### config.mk
export PLATFORM = sky130hd
export DESIGN_NAME = cpu_address_mode_and_state_unit
export DESIGN_NICKNAME = d
export VERILOG_FILES = /design/src/ea_state_pkg.sv /design/src/ea_state_unit.sv
export SDC_FILE = /design/constraint.sdc
export NUM_CORES = 1
export LEC_CHECK = 0
export BUFFER_PORTS_ARGS = -buffer_cell sky130_fd_sc_hd__buf_2
export CORE_MARGIN = 4
export CORE_UTILIZATION = 35
export CTS_BUF_LIST = sky130_fd_sc_hd__clkbuf_4 sky130_fd_sc_hd__clkbuf_8 sky130_fd_sc_hd__clkbuf_16
export DETAILED_ROUTE_END_ITERATION = 10
export SYNTH_ARGS = -nofsm -noshare
export SYNTH_HDL_FRONTEND = slang
export SYNTH_SLANG_ARGS = --single-unit
### constraint.sdc
create_clock -name clk -period 1.5 [get_ports clk]
set_input_delay 0.15 -clock clk [delete_from_list [all_inputs] [get_ports clk]]
set_output_delay 0.15 -clock clk [all_outputs]
set_load 0.02 [all_outputs]
### src/ea_state_pkg.sv
// Constants and types for the operand address and processing-state unit.
// Assumes a 24-bit address bus, 32-bit general registers and one clock.
//
// Function
// - Register direct selects byte, word or long register
// - Indirect instruction address keeps low 24 bits
// - Displacement added, 16-bit one sign-extended
// - Post-increment: access, then add 1/2/4
// - Pre-decrement: subtract 1/2/4, use and store
// - 8-bit absolute: upper bits forced to ones
// - 16-bit absolute address is sign-extended
// - 32-bit absolute reaches whole address space
// - 24-bit absolute is instruction address, zero-extended
// - Immediates 8/16/32 bits; trap has 2 bits
// - Bit number from 3-bit immediate or register
// - PC-relative: sign-extended displacement, keep 24 bits
// - Memory indirect: zero-extended 8-bit, longword target
// - Odd word/long/branch address rounds down even
// - Modes restricted by instruction class
// - Memory indirect only for jumps and software trap
// - Only 24-bit advanced address mode supported
// - Reset pin low stops all, masks interrupts
// - Watchdog overflow also enters reset state
// - Exceptions pass through vector-fetch state
// - Granted bus request halts processor
// - Sleep or standby enters program stop state
package ea_state_pkg;

    localparam int ADDR_W = 24;
    localparam int REG_W  = 32;

    typedef enum logic [3:0] {
        mode_reg_direct, mode_reg_indirect, mode_disp16, mode_disp32,
        mode_post_inc, mode_pre_dec, mode_abs8, mode_abs16, mode_abs24,
        mode_abs32, mode_imm8, mode_imm16, mode_imm32, mode_pc_rel8,
        mode_pc_rel16, mode_mem_indirect
    } addr_mode_e;

    typedef enum logic [2:0] {
        class_arith, class_transfer, class_bit, class_branch,
        class_jump_instr, class_jump_subroutine_instr,
        class_branch_subroutine_instr, class_software_trap_instr
    } instr_class_e;

    typedef enum logic [1:0] {
        size_byte, size_word, size_long
    } op_size_e;

    typedef enum logic [1:0] {
        sel_byte_high, sel_byte_low, sel_word, sel_long
    } reg_sel_e;

    localparam logic [31:0] step_byte = 32'h0000_0001;
    localparam logic [31:0] step_word = 32'h0000_0002;
    localparam logic [31:0] step_long = 32'h0000_0004;
    localparam logic [7:0]  ones_byte = 8'hff;
    localparam logic [7:0]  zero_byte = 8'h00;
    localparam logic [15:0] ones_half = 16'hffff;
    localparam logic [23:0] zero_hi24 = 24'h00_0000;

endpackage

### src/ea_state_unit.sv
// Operand effective-address calculation and CPU processing-state sequencing.
// Assumes register values and instruction fields arrive on clk; pins are async.
`timescale 1ns/1ps

module cpu_address_mode_and_state_unit
    import ea_state_pkg::*;
(
    input  wire logic                 clk,
    input  wire logic                 rst_n,
    input  wire logic                 chip_init_pin_low,
    input  wire logic                 wdt_overflow,
    input  wire logic                 bus_request,
    input  wire logic                 standby_pin,
    input  wire logic                 ea_start,
    input  wire addr_mode_e           ea_mode,
    input  wire instr_class_e         instr_class,
    input  wire op_size_e             op_size,
    input  wire reg_sel_e             reg_sel,
    input  wire logic [REG_W-1:0]     general_reg_operand,
    input  wire logic [REG_W-1:0]     extended_address_reg,
    input  wire logic [REG_W-1:0]     ext_word,
    input  wire logic [ADDR_W-1:0]    pc_next,
    input  wire logic                 bit_num_from_reg,
    input  wire logic [2:0]           bit_num_imm,
    input  wire logic [1:0]           trap_vector_imm,
    input  wire logic                 exception_req,
    input  wire logic                 vector_done,
    input  wire logic                 sleep_instr,
    input  wire logic                 wake_event,
    output logic [ADDR_W-1:0]         ea_addr,
    output logic                      ea_valid,
    output logic                      ea_is_instr,
    output logic                      ea_mode_illegal,
    output logic [REG_W-1:0]          operand_value,
    output logic                      reg_writeback,
    output logic [REG_W-1:0]          reg_writeback_value,
    output logic                      mem_indirect_fetch,
    output logic [2:0]                bit_number,
    output logic [1:0]                trap_vector,
    output logic                      bus_granted,
    output logic                      irq_masked,
    output logic [2:0]                proc_state
);

    ////////////////////////////////////////////////////////////////////////
    typedef enum logic [2:0] {
        st_reset, st_exception, st_execute, st_bus_released, st_stop
    } proc_state_e;

    proc_state_e state;
    logic [2:0]  res_sync;
    logic [2:0]  stb_sync;
    logic [1:0]  breq_sync;

    function automatic logic [REG_W-1:0] step_of(input op_size_e s);
        unique case (s)
            size_byte: step_of = step_byte;
            size_word: step_of = step_word;
            default:   step_of = step_long;
        endcase
    endfunction

    function automatic logic mode_ok(input instr_class_e c, input addr_mode_e m);
        unique case (c)
            class_arith:    mode_ok = m inside {mode_reg_direct, mode_imm8, mode_imm16, mode_imm32};
            class_transfer: mode_ok = !(m inside {mode_pc_rel8, mode_pc_rel16, mode_mem_indirect});
            class_bit:      mode_ok = m inside {mode_reg_direct, mode_reg_indirect, mode_abs8,
                                                mode_abs16, mode_abs32};
            class_branch, class_branch_subroutine_instr:
                            mode_ok = m inside {mode_pc_rel8, mode_pc_rel16};
            class_jump_instr, class_jump_subroutine_instr:
                            mode_ok = m inside {mode_reg_indirect, mode_abs24, mode_mem_indirect};
            class_software_trap_instr: mode_ok = 1'b1;
        endcase
    endfunction

    ////////////////////////////////////////////////////////////////////////
    // Async pins through two flops; first flop read only by the second
    always_ff @(posedge clk or negedge rst_n) begin
        if (!rst_n) begin
            res_sync  <= 3'h0;
            stb_sync  <= 3'h0;
            breq_sync <= 2'h0;
        end else begin
            res_sync  <= {res_sync[1:0], chip_init_pin_low};
            stb_sync  <= {stb_sync[1:0], standby_pin};
            breq_sync <= {breq_sync[0], bus_request};
        end
    end

    wire res_high  = res_sync[1];
    wire res_rise  = res_sync[1] & ~res_sync[2];
    wire standby   = stb_sync[1];
    wire breq      = breq_sync[1];

    ////////////////////////////////////////////////////////////////////////
    // Processing state; reset and watchdog win over everything
    always_ff @(posedge clk or negedge rst_n) begin
        if (!rst_n) begin
            state <= st_reset;
        end else if (!res_high || wdt_overflow) begin
            state <= st_reset;
        end else if (standby) begin
            state <= st_stop;
        end else begin
            unique case (state)
                st_reset:        if (res_rise) state <= st_exception;
                st_exception:    if (vector_done) state <= st_execute;
                st_execute: begin
                    if (breq) state <= st_bus_released;
                    else if (sleep_instr) state <= st_stop;
                    else if (exception_req) state <= st_exception;
                end
                st_bus_released: if (!breq) state <= st_execute;
                st_stop:         if (wake_event) state <= st_exception;
            endcase
        end
    end

    always_ff @(posedge clk or negedge rst_n) begin
        if (!rst_n) begin
            proc_state  <= 3'h0;
            bus_granted <= 1'b0;
            irq_masked  <= 1'b1;
        end else begin
            proc_state  <= state;
            bus_granted <= (state == st_bus_released);
            irq_masked  <= (state == st_reset);
        end
    end

    ////////////////////////////////////////////////////////////////////////
    // Address arithmetic on 32 bits, only low 24 bits leave
    logic [REG_W-1:0] next_ea;
    logic [REG_W-1:0] next_wb;
    logic [REG_W-1:0] next_opnd;
    logic             next_wb_en;
    logic             next_instr;
    logic             is_mem;
    logic             needs_even;

    always_comb begin
        next_ea    = '0;
        next_wb    = extended_address_reg;
        next_wb_en = 1'b0;
        next_opnd  = '0;
        next_instr = instr_class inside {class_jump_instr, class_jump_subroutine_instr,
                                         class_branch, class_branch_subroutine_instr};
        is_mem     = 1'b1;
        unique case (ea_mode)
            mode_reg_direct: begin
                is_mem = 1'b0;
                unique case (reg_sel)
                    sel_byte_high: next_opnd = {24'h0, general_reg_operand[15:8]};
                    sel_byte_low:  next_opnd = {24'h0, general_reg_operand[7:0]};
                    sel_word:      next_opnd = {16'h0, general_reg_operand[15:0]};
                    sel_long:      next_opnd = general_reg_operand;
                endcase
            end
            mode_reg_indirect: next_ea = extended_address_reg;
            mode_disp16:  next_ea = extended_address_reg + {{16{ext_word[15]}}, ext_word[15:0]};
            mode_disp32:  next_ea = extended_address_reg + ext_word;
            mode_post_inc: begin
                next_ea    = extended_address_reg;
                next_wb    = extended_address_reg + step_of(op_size);
                next_wb_en = 1'b1;
            end
            mode_pre_dec: begin
                next_ea    = extended_address_reg - step_of(op_size);
                next_wb    = next_ea;
                next_wb_en = 1'b1;
            end
            mode_abs8:  next_ea = {ones_byte, ones_half, ext_word[7:0]};
            mode_abs16: next_ea = {{16{ext_word[15]}}, ext_word[15:0]};
            mode_abs24: begin
                next_ea    = {zero_byte, ext_word[23:0]};
                next_instr = 1'b1;
            end
            mode_abs32: next_ea = ext_word;
            mode_imm8:  begin is_mem = 1'b0; next_opnd = {24'h0, ext_word[7:0]}; end
            mode_imm16: begin is_mem = 1'b0; next_opnd = {16'h0, ext_word[15:0]}; end
            mode_imm32: begin is_mem = 1'b0; next_opnd = ext_word; end
            mode_pc_rel8:  next_ea = {zero_byte, pc_next + ext_word[7:0 ] + {{16{ext_word[7]}}, 8'h00}};
            mode_pc_rel16: next_ea = {zero_byte, pc_next + {{8{ext_word[15]}}, ext_word[15:0]}};
            mode_mem_indirect: next_ea = {zero_hi24, ext_word[7:0]};
        endcase
        if (next_instr)
            next_ea = {zero_byte, next_ea[23:0]};
        needs_even = next_instr || (op_size != size_byte) || (ea_mode == mode_mem_indirect);
        if (needs_even)
            next_ea[0] = 1'b0;
    end

    ////////////////////////////////////////////////////////////////////////
    always_ff @(posedge clk or negedge rst_n) begin
        if (!rst_n) begin
            ea_addr             <= '0;
            ea_valid            <= 1'b0;
            ea_is_instr         <= 1'b0;
            ea_mode_illegal     <= 1'b0;
            operand_value       <= '0;
            reg_writeback       <= 1'b0;
            reg_writeback_value <= '0;
            mem_indirect_fetch  <= 1'b0;
            bit_number          <= 3'h0;
            trap_vector         <= 2'h0;
        end else begin
            // No strobe issues outside program execution; values still load on any ea_start
            ea_valid        <= ea_start && (state == st_execute) && mode_ok(instr_class, ea_mode) && is_mem;
            ea_mode_illegal <= ea_start && (state == st_execute) && !mode_ok(instr_class, ea_mode);
            reg_writeback   <= ea_start && (state == st_execute) && mode_ok(instr_class, ea_mode) && next_wb_en;
            mem_indirect_fetch <= ea_start && (state == st_execute) && (ea_mode == mode_mem_indirect)
                                  && mode_ok(instr_class, ea_mode);
            if (ea_start) begin
                ea_addr             <= next_ea[ADDR_W-1:0];
                ea_is_instr         <= next_instr;
                operand_value       <= next_opnd;
                reg_writeback_value <= next_wb;
                bit_number          <= bit_num_from_reg ? general_reg_operand[2:0] : bit_num_imm;
                trap_vector         <= trap_vector_imm;
            end
        end
    end

endmodule // cpu_address_mode_and_state_unit

==> results.txt, run 1 <==
Setup-failing EPs final - 54
largest net degree at the start of global routing - 59
vias in the first global route - 13600
mean area per synthesized cell - 8.00 um2
DR vias/cell - 5.69
post-route core utilization - 60.9%
CP max-delay cell - fa_2
net count after synthesis - 1615
synthesized cell area - 11100 um2
Worst Setup Slack, final - -1390 ps
Netlist cell types - 78
Placed Area - 16500 um2
post-synth top area share - 25.3%
row count - 64
Slew Limit Headroom - 56.2%
FMAX - 346 MHz
Buf/Inv on CP - 9
Total GRT Usage - 27.7%
Post-Syn Instances - 1383
most frequent cells in the layout - buf_4 (436), buf_2 (237), a21oi_1 (127), nor2_1 (117), dfrtp_1 (111)
Clk Latency, worst-skew pair - 430 ps
number of max-cap violations - 0
DRC viols - 0
peak supply drop - 0.549 mV
Fill cells - 2720
number of synthesized register bits - 113
P&R area growth vs syn - 70.1%
Detail Route Antenna Nets - 0
CP Data Arrival Time - 3200 ps
Routed Wire Length - 50500 um
RSZ-0062 raised after global routing - true
crit path capture type - flop
Root Buffer - clkbuf_16
EDFF count, synth - 0
Post-Synth Simple-Gate Area - 19.6%
crit-path most repeated cell - buf_6
final net count - 2313
ranking of synthesized cells by area - dfrtp_1 (25%), ha_1 (8.9%), a21oi_1 (7.1%)
chip height - 186 um
Min-Delay Path Class - primary input to flop
Layout Cell Area excl Fill - 18800 um2
Main synth FF type - dfrtp_1
Final min period - 2890 ps
Final Max Tran Viols - 0
CP required - 1810 ps
R2R setup slack - 170 ps
antenna cells - 0
Final Cycle Share - 193%
Synth Area in XOR/XNOR - 6.81%
Vias - 14200
# IOs - 251
gr ovfl total - 0
Setup Skew - 3.40 ps
top sig layer - met4
leading area contributor after synthesis - dfrtp_1
fraction of layout cells with a size suffix above 1 - 47.9%
post-synthesis adder-cell area fraction - 9.84%
initial antenna violation count - 0
failing checks - setup timing
CTS tree - built
CP Launch Type - primary input
die width - 186 um
final hold viol count - 0
commonest non-fill, non-tap cell in the layout - buf_4
M1 WL - 21100 um
number of DRC markers in iteration 0 - 1097
Lkg Pwr - 8.74 nW
CP cell instances - buf_6 -> nand4b_1 -> buf_6 -> mux2_4 -> ha_4 -> fa_2 -> buf_4 -> buf_6 -> buf_6 -> buf_6 -> buf_6 -> buf_6 -> buf_6 -> a21o_1 -> a21oi_2 -> xor2_1 -> o21ai_1 -> a221oi_2 -> a21oi_1
Largest delay share family, worst path - buffers and inverters
routability cong. - 0.959
CTS clock-pin slew for the worst setup and hold paths - 60 ps
deepest clock path buffer count - 2
Setup CP Type - primary input to flop
async set-or-reset flop fraction in the synthesized netlist - 100%
Port Buffers - 250
Slew @ Worst Pin - 651 ps
critical path's largest stage delay - 350 ps
CTS sink cnt - 113
status - finished, violations left
met3 wire length - 3590 um
core area - 30900 um2
Power per Cell Area - 718 nW/um2
routed wl met2 - 23700 um
post-DP HPWL - 39400 um
fraction of the yosys area taken by sequential cells - 25.6%
Max FO, Critical Path - 5
Initial Util - 35.8%
Die Area - 34500 um2
largest family of logic cells by synthesized area - compound AO/OA/AOI/OAI gates
mux cell area share after synthesis - 4.22%
first-pass GRT wire length - 74400 um
TritonCTS buffer count - 17
WL/cell - 20.3 um
Synth Area in Compound Gates - 30.0%
Synthesis Warnings - 0
DR pass1 iterations - 5
CTS H-Tree Depth - 4
==> what timing repair did <==
action	CTS	global route
hold buffers	10	0
resized for setup	170	93
pin swaps	118	98
endpoints found under the hold margin	110	0
cloned	0	3
buffers inserted	35	29
endpoints found under the setup margin	81	58
==> where the power goes <==
part	switching (W)	internal (W)	leakage, nW
Sequential	0.000163	0.00329	1.40
Combinational	0.00306	0.00281	7.05
Clock	0.00163	0.00256	0.293
==> cell usage after synthesis, drive strengths merged, types with 14 or more instances <==
library cell,instances
and3,17
a31oi,18
a22oi,35
nand2b,15
nor2b,14
a21oi,156
xor2,38
o21a,21
nor4,15
mux2,29
a211oi,16
clkbuf,71
nand3,35
o2bb2ai,26
a221oi,22
nor2,128
mux2i,14
nand2,115
inv,21
buf,17
a21o,27
o21ai,91
nor3,41
dfrtp,112
xnor2,48
ha,79
==> per-stage QoR <==
stage	power [W]	std cells	TNS (ps)	hold WS [ps]	setup slack (ps)
global route	0.0141	2490	-39370	17.3	-1450
floorplan	0.00610	1383	-44420	-146	-1780
detailed placement	0.00863	2394	-79050	104	-1860
CTS	0.0132	2469	-32210	0.149	-1290
global placement	0.00857	2394	-77050	105	-1860
finish	0.0135	2490	-34820	17.4	-1390
==> worst register-to-register path, delay by kind of cell (launching register included) <==
kind,cells,cell delay (ps)
DFF,1,460
AOI/OAI and AO/OA,1,400
and+or+nand+nor,3,350
==> layer usage <==
layer	global-route usage, %	vias up
li1	-	6628
met3	3.89	124
met2	44.9	590
met4	11.2	0
met5	0	-
met1	37.2	6828
==> sequential cells by signal, summed over array words and instances (netlist names), 2 cells and up <==
register             flops
bit_number               3
proc_state               3
operand_value           32
ea_addr                 24
res_sync                 3
reg_writeback_value     32
breq_sync                2
trap_vector              2
state                    3
stb_sync                 2
==> cells by family (layout without fill, tap and decap cells) <==
family	count (synthesis)	in the layout
compound gates	508	508
xor+xnor	86	86
fa+ha+maj	84	84
buf+inv	110	821
flops	113	113
mux	43	43
simple gates	439	439
==> layout make-up <==
type / count / area, um2 / share of cell area, %
clock inverter: 11 / 130 / 0.691
inverter: 22 / 98.8 / 0.525
multi-input combinational: 1160 / 9010 / 47.9
timing repair buffer: 767 / 5790 / 30.8
tap: 396 / 495 / 2.63
clock buffer: 21 / 462 / 2.45
sequential: 113 / 2830 / 15.0
==> final timing paths <==
check | start | end | cells after the start
hold reg to reg | res_sync[0]$_DFF_PN0_ | res_sync[1]$_DFF_PN0_ | 0
setup reg to reg | state[0]$_DFFE_PN0P_ | state[0]$_DFFE_PN0P_ | 4
hold / removal | ext_word[26] | operand_value[26]$_DFFE_PN0P_ | 3
max in group asynchronous | rst_n | reg_writeback_value[7]$_DFFE_PN0P_ | 3
min in group asynchronous | rst_n | reg_writeback_value[0]$_DFFE_PN0P_ | 2
setup / recovery | ea_mode[0] | ea_addr[4]$_DFFE_PN0P_ | 19
Note: power is estimated with default switching activity, not from simulation.
==> run 2, diff against run 1 <==
- HOLD_SLACK_MARGIN: default -> 0.05
==> run 2 against run 1 <==
Against the previous run: the flow still finishes with violations (setup timing); fmax grew 1.4%; cell area grew 0.90%; clock skew is essentially flat; highest routed layer unchanged.
==> results.txt, run 2 (synthesis gave the netlist of run 1 again) <==
Slew @ Worst Pin - 656 ps (+4.74 ps)
Final Cycle Share - 190% (-2.7 points)
Port Buffers - 250 (unchanged)
CTS sink cnt - 113 (unchanged)
commonest non-fill, non-tap cell in the layout - buf_4
deepest clock path buffer count - 2 (unchanged)
vias in the first global route - 13900 (+2.0%)
Setup Skew - 3.47 ps (+0.0728 ps)
hold path start - extended_address_reg[1]
Lkg Pwr - 8.81 nW (+0.84%)
Total GRT Usage - 28.2% (+0.49 points)
setup TNS - -33650 ps (+1170 ps)
final hold viol count - 0 (unchanged)
number of max-cap violations - 0 (unchanged)
Fill cells - 2696 (-0.88%)
initial antenna violation count - 0 (unchanged)
fraction of layout cells with a size suffix above 1 - 47.0% (-0.93 points)
hold slack final - 63.5 ps (+46.1 ps)
row count - 64 (unchanged)
Setup CP Type - primary input to flop
Worst Setup Slack, final - -1350 ps (+40.4 ps)
DR pass1 iterations - 8 (+3)
die width - 186 um (unchanged)
core area - 30900 um2 (unchanged)
CP Data Arrival Time - 3170 ps (-30 ps)
biggest regs - operand_value x32, reg_writeback_value x32, ea_addr x24
# IOs - 251 (unchanged)
Routed Wire Length - 51100 um (+1.2%)
RSZ-0062 raised after global routing - true
first-pass GRT wire length - 75700 um (+1.7%)
R2R setup slack - 80 ps (-90 ps)
Detail Route Antenna Nets - 0 (unchanged)
Slew Limit Headroom - 55.9% (-0.32 points)
reg2reg start - state[2]$_DFFE_PN0P_
WL/cell - 20.3 um (about the same)
failing checks - setup timing
post-DP HPWL - 39400 um (unchanged)
Die Area - 34500 um2 (unchanged)
Clk Latency, worst-skew pair - 430 ps (about the same)
routability cong. - 0.959 (unchanged)
peak supply drop - 0.552 mV (+0.55%)
FMAX - 351 MHz (+1.4%)
largest net degree at the start of global routing - 59 (unchanged)
Min-Delay Path Class - primary input to flop
FF+latch area - 2830 um2 (unchanged)
CTS tree - built
CP Launch Type - primary input
worst r2r dst - state[1]$_DFFE_PN0P_
Max FO, Critical Path - 5 (unchanged)
status - finished, violations left
Final min period - 2850 ps (-40.4 ps)
Hold Crit Endpoint - ea_addr[1]$_DFFE_PN0P_
most frequent cells in the layout - buf_4 (443), buf_2 (238), a21oi_1 (127), nor2_1 (117), dfrtp_1 (111)
TritonCTS buffer count - 17 (unchanged)
multi-input logic area - 8940 um2 (-0.83%)
P&R area growth vs syn - 71.6%
FF-to-FF path depth - 4 (unchanged)
CTS clock-pin slew for the worst setup and hold paths - 60 ps (about the same)
Setup-failing EPs final - 51 (-5.6%)
CTS H-Tree Depth - 4 (unchanged)
Root Buffer - clkbuf_16
final net count - 2344 (+1.3%)
DR vias/cell - 5.69 (about the same)
Vias - 14300 (+1.2%)
Power per Cell Area - 711 nW/um2 (-0.99%)
Final Max Tran Viols - 0 (unchanged)
number of DRC markers in iteration 0 - 1027 (-6.4%)
DRC viols - 0 (unchanged)
gr ovfl total - 0 (unchanged)
chip height - 186 um (unchanged)
crit path capture type - flop
WHS Path Cells - 3 (unchanged)
antenna cells - 0 (unchanged)
Initial Util - 35.8% (unchanged)
CP required - 1820 ps (about the same)
## run 2: changes by cell type in the layout (fill, tap and decap cells not counted), sizes merged
cell,delta
dlygate4sd3,+32
clkbuf,-2
buf,+1
## run 2: routing by layer
layer	GRT usage, %	wire length (um)	vias up
met1	37.5	21300	6857
met4	12.5	2190	0
met3	3.91	3700	126
met2	45.6	24000	672
met5	0	0	-
li1	-	-	6679
## run 2: worst max-delay path, cell delays in order
cell and delay, ps:
buf_6 100, nand4b_1 230, buf_6 200, mux2_4 310, ha_4 170, fa_2 350, buf_4 140, buf_6 100
buf_6 100, buf_6 110, buf_6 100, buf_6 100, buf_6 100, a21o_1 150, a21oi_2 160, xor2_1 170
o21ai_1 90, a221oi_2 210, a21oi_1 110
## run 2: per-stage QoR
step                std cells  setup WS, ps  total power, W  instance area (um2)  utilization, %
floorplan                1383         -1780         0.00610                11600               -
global placement         2394         -1860         0.00857                16500            53.4
detailed placement       2394         -1860         0.00863                16500            53.4
CTS                      2501         -1290          0.0133                18500            59.8
global route             2521         -1420          0.0141                19000            61.4
finish                   2521         -1350          0.0135                19000            61.4
## run 2: worst max-delay path by stage
stage,start,cells after the start,end,slack (ps)
after CTS,ea_mode[0],14,ea_addr[16]$_DFFE_PN0P_,-1290
after detailed placement,ea_mode[0],14,ea_addr[22]$_DFFE_PN0P_,-1860
final,ea_mode[0],19,ea_addr[4]$_DFFE_PN0P_,-1350
after floorplan,ea_mode[0],14,ea_addr[22]$_DFFE_PN0P_,-1780
after global routing,ea_mode[0],14,ea_addr[16]$_DFFE_PN0P_,-1420
after global placement,ea_mode[0],14,ea_addr[22]$_DFFE_PN0P_,-1860
## run 2: where the power goes
part	internal, W	switching [W]
Clock	0.00256	0.00162
Combinational	0.00281	0.00305
Sequential	0.00329	0.000164
## run 2: repair_timing
item                                    in CTS  in global routing
setup buffers                               35                 28
endpoints found under the hold margin      141                  0
pin swaps                                  118                 97
hold buffers                                42                  0
gates cloned                                 0                  1
gates resized for setup                    170                 75
endpoints found under the setup margin      81                 59
## run 2: final cells by class
class,count,share of cell area [%]
Clock buffer,21,2.43
Clock inverter,11,0.685
Inverter,22,0.521
Multi-Input combinational cell,1160,47.1
Sequential cell,113,14.9
Tap cell,396,2.61
Timing Repair Buffer,798,31.8
